**src/pkg/ocl_defines.svh**
```systemverilog
`ifndef OCL_DEFINES_SVH
`define OCL_DEFINES_SVH

// Register indices; byte address is four times the index.
`define OCL_IDX_HIGH      8'h88
`define OCL_IDX_LOW       8'h89
`define OCL_IDX_SPARE     8'h8A
`define OCL_IDX_CFG1      8'h8B
`define OCL_IDX_STAT      8'h90

`define OCL_RST_HIGH      16'h7FFF
`define OCL_RST_LOW       16'h8000
`define OCL_RST_SPARE     16'h5555
`define OCL_RST_CFG1      16'h8010

`define OCL_POS_FS        16'h7FFF
`define OCL_NEG_FS        16'h8000

`define OCL_BIT_ON        15
`define OCL_BIT_CM        10
`define OCL_SRC_HI        9
`define OCL_SRC_LO        7
`define OCL_SNK_HI        6
`define OCL_SNK_LO        4
`define OCL_SRCL_HI       3
`define OCL_SRCL_LO       2
`define OCL_SNKL_HI       1
`define OCL_SNKL_LO       0
`define OCL_CFG1_WMASK    16'h87FF

`endif

```
**src/pkg/ocl_pkg.sv**
```systemverilog
package ocl_pkg;
   typedef logic [15:0] ocl_word_t;
   typedef struct packed {
      logic [15:0] high_limit;
      logic [15:0] low_limit;
      logic [15:0] spare;
      logic [15:0] cfg1;
      logic        pready;
      logic [31:0] prdata;
      logic        pslverr;
      logic        high_evt;
      logic        low_evt;
      logic        fault;
      logic [15:0] aux_result;
      logic [1:0]  aux_count;
      logic [7:0]  src_onehot;
      logic [7:0]  snk_onehot;
   } ocl_state_s;
endpackage

```
**src/rtl/ocl_regbank.sv**
```systemverilog
// Behaviour
// - High event when signed fast filter output exceeds the high limit.
// - High limit at positive full scale disables high detection.
// - Low event when signed fast filter output is below the low limit.
// - Low limit at negative full scale disables low detection; resets there.
// - Spare word is plain read/write, resets to 5555h, drives nothing.
// - Config bit 15 enables the aux converter; resets to one.
// - Disabled or standby clears aux result and sequence counter to zero.
// - Config bit 10 enables the common-mode buffer on input seven.
// - Bits 9:7 pick the source input, code n is input n, reset 0.
// - Bits 6:4 pick the sink input, reset selects input one.
// - Bits 3:2 set source level off/4/40/240 uA, reset off.
// - Bits 1:0 set sink level with the same encoding, reset off.
// - Config bits 14:11 are read-only and read zero.
// - Overcurrent fault is active when either limit event is active.
//
// Decided for this implementation: the APB register port.
`include "ocl_defines.svh"
module ocl_regbank
   import ocl_pkg::*;
(
   input  wire logic        pclk,
   input  wire logic        presetn,
   input  wire logic        psel,
   input  wire logic        penable,
   input  wire logic        pwrite,
   input  wire logic [11:0] paddr,
   input  wire logic [31:0] pwdata,
   input  wire logic [3:0]  pstrb,
   input  wire logic [15:0] fast_filter_out,
   input  wire logic        fast_filter_valid,
   input  wire logic [15:0] aux_conv_data,
   input  wire logic        aux_conv_valid,
   input  wire logic        standby_req,
   output logic             pready,
   output logic [31:0]      prdata,
   output logic             pslverr,
   output logic             overcurrent_high_event,
   output logic             overcurrent_low_event,
   output logic             overcurrent_fault,
   output logic             aux_converter_on,
   output logic             common_mode_buffer_on,
   output logic [7:0]       openwire_source_onehot,
   output logic [7:0]       openwire_sink_onehot,
   output logic [1:0]       openwire_source_level,
   output logic [1:0]       openwire_sink_level,
   output logic [15:0]      aux_result,
   output logic [1:0]       aux_sequence_counter
);

   ocl_state_s st_r;
   ocl_state_s st_nxt;

   // One-hot decode shared by source and sink selects.
   function automatic logic [7:0] ocl_sel_decode(input logic [2:0] code);
      ocl_sel_decode = 8'h01 << code;
   endfunction

   // Byte-lane merge for 16-bit registers held in the low half word.
   function automatic ocl_word_t ocl_merge(input ocl_word_t old,
                                           input logic [31:0] wd,
                                           input logic [3:0] strb);
      ocl_merge = old;
      if (strb[0]) begin
         ocl_merge[7:0] = wd[7:0];
      end
      if (strb[1]) begin
         ocl_merge[15:8] = wd[15:8];
      end
   endfunction

   logic [9:0] idx;
   logic       access;
   logic       hit;
   logic       aux_run;

   assign idx     = paddr[11:2];
   assign access  = psel && penable && !st_r.pready;
   assign aux_run = st_r.cfg1[`OCL_BIT_ON] && !standby_req;

   always_comb begin
      st_nxt         = st_r;
      st_nxt.pready  = access;
      st_nxt.pslverr = 1'b0;
      hit            = (idx == 10'(`OCL_IDX_HIGH)) ||
                       (idx == 10'(`OCL_IDX_LOW))  ||
                       (idx == 10'(`OCL_IDX_SPARE)) ||
                       (idx == 10'(`OCL_IDX_CFG1)) ||
                       (idx == 10'(`OCL_IDX_STAT));
      if (access) begin
         st_nxt.pslverr = !hit;
         st_nxt.prdata  = 32'h0000_0000;
         if (pwrite) begin
            unique case (idx)
               10'(`OCL_IDX_HIGH): begin
                  st_nxt.high_limit = ocl_merge(st_r.high_limit, pwdata,
                                                pstrb);
               end
               10'(`OCL_IDX_LOW): begin
                  st_nxt.low_limit = ocl_merge(st_r.low_limit, pwdata,
                                               pstrb);
               end
               10'(`OCL_IDX_SPARE): begin
                  st_nxt.spare = ocl_merge(st_r.spare, pwdata, pstrb);
               end
               10'(`OCL_IDX_CFG1): begin
                  // Reserved bits 14:11 are forced to zero on write.
                  st_nxt.cfg1 = ocl_merge(st_r.cfg1, pwdata, pstrb) &
                                `OCL_CFG1_WMASK;
               end
               default: begin
               end
            endcase
         end else begin
            unique case (idx)
               10'(`OCL_IDX_HIGH):  st_nxt.prdata = {16'h0000, st_r.high_limit};
               10'(`OCL_IDX_LOW):   st_nxt.prdata = {16'h0000, st_r.low_limit};
               10'(`OCL_IDX_SPARE): st_nxt.prdata = {16'h0000, st_r.spare};
               10'(`OCL_IDX_CFG1):  st_nxt.prdata = {16'h0000, st_r.cfg1};
               10'(`OCL_IDX_STAT): begin
                  st_nxt.prdata = {13'h0000, st_r.fault, st_r.low_evt,
                                   st_r.high_evt, st_r.aux_result};
               end
               default: begin
               end
            endcase
         end
      end

      // Comparators evaluate each new fast filter sample, signed compare.
      if (fast_filter_valid) begin
         st_nxt.high_evt = (st_r.high_limit != `OCL_POS_FS) &&
                           ($signed(fast_filter_out) >
                            $signed(st_r.high_limit));
         st_nxt.low_evt  = (st_r.low_limit != `OCL_NEG_FS) &&
                           ($signed(fast_filter_out) <
                            $signed(st_r.low_limit));
      end
      // Clearing a limit to its disable value drops a standing event too.
      if (st_r.high_limit == `OCL_POS_FS) begin
         st_nxt.high_evt = 1'b0;
      end
      if (st_r.low_limit == `OCL_NEG_FS) begin
         st_nxt.low_evt = 1'b0;
      end
      st_nxt.fault = st_nxt.high_evt || st_nxt.low_evt;

      if (!aux_run) begin
         st_nxt.aux_result = 16'h0000;
         st_nxt.aux_count  = 2'h0;
      end else if (aux_conv_valid) begin
         st_nxt.aux_result = aux_conv_data;
         st_nxt.aux_count  = st_r.aux_count + 2'h1;
      end

      st_nxt.src_onehot = ocl_sel_decode(
         st_nxt.cfg1[`OCL_SRC_HI:`OCL_SRC_LO]);
      st_nxt.snk_onehot = ocl_sel_decode(
         st_nxt.cfg1[`OCL_SNK_HI:`OCL_SNK_LO]);
   end

   always_ff @(posedge pclk or negedge presetn) begin
      if (!presetn) begin
         st_r            <= '0;
         st_r.high_limit <= `OCL_RST_HIGH;
         st_r.low_limit  <= `OCL_RST_LOW;
         st_r.spare      <= `OCL_RST_SPARE;
         st_r.cfg1       <= `OCL_RST_CFG1;
         st_r.src_onehot <= 8'h01;
         st_r.snk_onehot <= 8'h02;
      end else begin
         st_r <= st_nxt;
      end
   end

   assign pready                 = st_r.pready;
   assign prdata                 = st_r.prdata;
   assign pslverr                = st_r.pslverr;
   assign overcurrent_high_event = st_r.high_evt;
   assign overcurrent_low_event  = st_r.low_evt;
   assign overcurrent_fault      = st_r.fault;
   assign aux_converter_on       = st_r.cfg1[`OCL_BIT_ON];
   assign common_mode_buffer_on  = st_r.cfg1[`OCL_BIT_CM];
   assign openwire_source_onehot = st_r.src_onehot;
   assign openwire_sink_onehot   = st_r.snk_onehot;
   assign openwire_source_level  =
      st_r.cfg1[`OCL_SRCL_HI:`OCL_SRCL_LO];
   assign openwire_sink_level    =
      st_r.cfg1[`OCL_SNKL_HI:`OCL_SNKL_LO];
   assign aux_result             = st_r.aux_result;
   assign aux_sequence_counter   = st_r.aux_count;

endmodule // ocl_regbank

```
**config.mk**
```make
export PLATFORM = sky130hd
export DESIGN_NAME = ocl_regbank
export DESIGN_NICKNAME = d
export VERILOG_FILES = /design/src/pkg/ocl_pkg.sv /design/src/rtl/ocl_regbank.sv
export VERILOG_INCLUDE_DIRS = /design/src /design/src/pkg
export SDC_FILE = /design/constraint.sdc
export NUM_CORES = 1
export LEC_CHECK = 0
export ABC_CLOCK_PERIOD_IN_PS = 2600
export BUFFER_PORTS_ARGS = -buffer_cell sky130_fd_sc_hd__buf_4
export CAP_MARGIN = 25
export CORE_AREA = 3 3 173 133
export CTS_CLUSTER_SIZE = 16
export DETAILED_ROUTE_END_ITERATION = 10
export DIE_AREA = 0 0 176 136
export HOLD_SLACK_MARGIN = 0.05
export PLACE_DENSITY = 0.53
export REMOVE_ABC_BUFFERS = 1
export SYNTH_ARGS = -nofsm -noshare
export SYNTH_HDL_FRONTEND = slang
export SYNTH_SLANG_ARGS = --single-unit
```
**constraint.sdc**
```tcl
create_clock -name pclk -period 2.6 [get_ports pclk]
set_input_delay 0.13 -clock pclk [delete_from_list [all_inputs] [get_ports pclk]]
set_output_delay 0.13 -clock pclk [all_outputs]
set_load 0.02 [all_outputs]
```
* Word level (Yosys, flattened, before mapping)
Cells that the tools add are included.
Word-level totals: register bits after elaboration 118, bits in latches 0, bits in writable memories 0, ROM bits 0, bits of input ports 88, output and inout bits 77, logic and storage cells 68, memories 0
Cells by class: add/sub/neg operators 1, $mul 0, div/mod/pow operators 0, order comparisons 2, equality and inequality tests 10, shift-type cells 2, multiplexer cells 13, bitwise gates (word level) 0, reductions and logical operators 21
Operators with widths (number):
- 19-bit one-hot mux with 5 select lines | 1
- 10-bit by 8-bit equality test with 1-bit output (second input constant) | 5
- 18-bit 2-to-1 mux | 2
- 4-bit AND reduction | 8
- 10-bit 2-to-1 mux | 3
- 19-bit 2-to-1 mux | 1
- 16-bit by 15-bit equality test with 1-bit output (second input constant) | 1
- 16-bit equality test (second input constant) | 1
- 16-bit greater-than comparator | 1
- 16-bit < comparator | 1
- 16-bit by 15-bit != test with 1-bit output (second input constant) | 1
- 16-bit != test (second input constant) | 1
- 1-bit by 3-bit left shift with 8-bit output (first input constant) | 2
- 8-bit 2-to-1 mux | 1
- 1-bit logical AND | 5
- 1-bit logical OR | 5
- 2-bit 2-to-1 mux | 2
- 1-bit zero test | 3
- 1-bit 2-to-1 mux | 3
- 2-bit by 1-bit adder with 2-bit output (second input constant) | 1
- 2-bit != test (second input constant) | 1

* Longest topological paths before layout
depth after elaboration 7, gate-level depth with buffers 8, gate-level depth less buffers 8

* Worst setup path before layout
OpenSTA, ideal clock, no wires.
kind reg-to-reg, start point register st_r[118] (netlist name), end point register st_r, in the netlist overcurrent_fault, library setup time 0.126 ns, data arrival time 2.252 ns, data required time 2.474 ns, setup slack 0.222 ns, cell stages (with the launch flop) 9, buffers on the path 0, clock period less this slack 2.378 ns, cells stage by stage dfstp_2 inv_1 ha_1 nand4_1 nor3_1 o41ai_1 o311ai_0 mux2_2 a221o_1
RTL lines:
- start: declaration | RTL line ocl_regbank.sv:51 | ocl_state_s st_r;
- start signal: assignment | RTL line ocl_regbank.sv:172 | st_r <= st_nxt;

==> flow_summary.toml <==
[route]
drt-wirelength-per-cell_um = 18.1
drt_first_pass_iters = 8
totalWireLength_um = 17800
drc = 0
via_per_inst = 4.73
routed-via-count = 4657
drtIter0Drc = 333
postRouteAntennaNets = 0

[timing]
setup_tns_ns = 0
drv_slew = 0
fin_skew_ns = 0.00727
hold_viol = 0
tightest_slew_ns = 0.987
setup_viol = 0
fin_crit_sh_pct = 94.7
rsz0062_at_grt = "false"
fin_crit_ns = 2.46
max-slew-margin-rel_pct = 34.2
max_freq_mhz = 406

[cts]
clk_path_buf_depth = 2
cts_tree = "yes"
cts-root-buf = "clkbuf_16"
clock_latency_ns = 0.41
htreeDepth = 4
cts_buffers = 17
clk_pin_slew_ns = 0.06
cts_num_sinks = 118

[setup_path]
cpPeakStageDelay_ns = 0.54
crit_family = "compound AO/OA/AOI/OAI gates"
crit_required_ns = 2.90
cp_max_fo = 3
endpoint_kind = "register"
arrival_ns = 2.76
setup.worst_path.start_class = "register"
path_class = "reg -> reg"
crit_path_cell_trace = "inv_2 -> ha_4 -> nand4_1 -> nor3_4 -> o41ai_2 -> o311ai_1 -> mux2_2 -> a221o_1"
worst-path-buf-inv = 1
worst-r2r-cell-count = 8
crit_slowest_cell = "dfstp_2"
cp.depth = 8

[floorplan]
die_area_mm2 = 0.0239
num_rows = 46
die_h_um = 136
die_w_um = 176
ios = 165
start_util_pct = 30.1
core-area_mm2 = 0.0212

[final_layout]
final_area_mm2 = 0.00823
fillCellCount = 2056
antenna_cells = 0
regArea_mm2 = 0.00299
multiInputGateArea_mm2 = 0.00272
area_growth_pct = 28.9
drive_gt1_share_pct = 41.5
nets = 803

[global_route]
antenna_found_initial = 1
grtUsageTotal_pct = 15.2
grt_pass1_vias = 4838
grt_max_degree = 54
grt_pass1_wl_um = 27800
grt_overflow = 0

[flow_run]
drv_cap = 0

[place]
finalWeightedCongestion = 0.859
place_area_mm2 = 0.00729
io_buffers = 131
hpwl_um = 13600

[power]
leakagePower_nw = 4.00
max-vdd-ir-drop_uv = 396
p_per_area_mw_per_mm2 = 543

[logic_synthesis]
ys_seq_area_share_pct = 46.8
synth-async-reset-ratio_pct = 100
synth_edf_count = 0
synth_cell_types = 54
yosysTopAreaCellShare_pct = 35.3
yosys.area.top_type = "dfrtp_1"
synthFlopType = "dfrtp_1"
synth_area_mm2 = 0.00638
netlist_instances = 560
ys_ff_latch = 118
avgSynthCellArea_um2 = 11.4
yosysMostFrequentCell = "dfrtp_1"
ys_warn_count = 0
synth_commonest_cells = "dfrtp_1 (90), buf_4 (70), mux2_2 (55), nand2_1 (36)"
synthTopCellsByArea = "dfrtp_1 (35%), dfstp_2 (12%), mux2_2 (9.7%)"

[run_status]
status = "finished clean"

[hold_path]
hold_depth = 3
holdCritPathClass = "in -> reg"
[layout by cell type (no fill, tap or decap), types with 11 or more instances in the layout]
master / instances
buf_4: 144
dfrtp_1: 90
mux2_2: 55
nand2_1: 36
dlygate4sd3_1: 35
nor2_1: 33
inv_1: 32
ha_1: 30
dfstp_2: 28
clkbuf_16: 17
a222oi_1: 16
mux2i_1: 16
conb_1: 13
a22oi_1: 12
a22o_1: 12
a21oi_1: 11
[final cells by class]
class | instances | area share (%)
Timing Repair Buffer | 180 | 17.6
Clock buffer | 22 | 5.52
Inverter | 39 | 1.78
Tap cell | 288 | 4.38
Multi-Input combinational cell | 328 | 33.1
Sequential cell | 118 | 36.3
Clock inverter | 10 | 1.32
[final timing paths]
path,start,end,slack (ns)
worst max register to register,st_r[118]$_DFFE_PN1P_,overcurrent_fault$_DFF_PN0_,0.14
worst min register to register,prdata[18]$_DFFE_PN0P_,prdata[18]$_DFFE_PN0P_,0.47
worst min-delay path,fast_filter_valid,overcurrent_low_event$_DFF_PN0_,0.07
worst max-delay path,st_r[118]$_DFFE_PN1P_,overcurrent_fault$_DFF_PN0_,0.14
min in group asynchronous,presetn,prdata[14]$_DFFE_PN0P_,0.31
max in group asynchronous,presetn,st_r[89]$_DFFE_PN1P_,1.48
[timing repair]
item / CTS / global route
pin swaps: 0 / 3
endpoints found under the setup margin: 1 / 1
buffers inserted: 0 / 0
hold buffers: 35 / 0
resized for setup: 2 / 4
hold endpoints to repair: 113 / 0
[power by group]
part	internal, W	switching, W
logic	0.000170	0.000191
registers	0.00185	0.00000758
clock network	0.00143	0.000823
[kinds of logic (layout without fill, tap and decap cells)]
kind of cell | Yosys count | in the layout | share of synthesized area [%]
compound gates | 79 | 79 | 9.58
other cells | 1 | 13 | 0.0587
xor+xnor | 2 | 2 | 0.274
simple gates | 126 | 126 | 11.4
mux | 77 | 77 | 14.1
buf+inv | 126 | 251 | 11.8
flops | 118 | 118 | 46.8
fa+ha+maj | 31 | 31 | 6.08
[state kept, by name, indices dropped and copies added (netlist names)]
| register | flops |
|---|---|
| openwire_sink_onehot | 8 |
| aux_sequence_counter | 2 |
| prdata | 19 |
| common_mode_buffer_on | 1 |
| openwire_source_level | 2 |
| openwire_source_onehot | 8 |
| overcurrent_low_event | 1 |
| pready | 1 |
| openwire_sink_level | 2 |
| overcurrent_fault | 1 |
| st_r | 54 |
| aux_converter_on | 1 |
| pslverr | 1 |
| aux_result | 16 |
| overcurrent_high_event | 1 |
[per-stage QoR]
step	utilization (%)	instances	worst slack, ns	hold WS (ns)	power, W
after global routing	38.8	985	0.0314	0.0601	0.00465
after CTS	38.6	985	0.0756	0.0534	0.00453
after floorplan	-	485	0.222	-0.166	0.00200
after detailed placement	34.3	918	-0.0666	0.231	0.00221
after global placement	34.3	918	0.0194	0.221	0.00220
final	38.8	985	0.139	0.0722	0.00447
[layer usage]
layer	track usage (%)	vias up	share of wire (%)
met3	4.91	16	6.5
met5	0	-	0.11
li1	-	2176	-
met4	2.59	2	0.84
met2	22.6	141	43
met1	21.8	2322	50
[worst min-delay path, stage by stage]
cell and delay [ns]:
buf_4 0.12, nor2b_1 0.05, o21a_1 0.15
No activity file was read; power rests on OpenSTA's default activity.
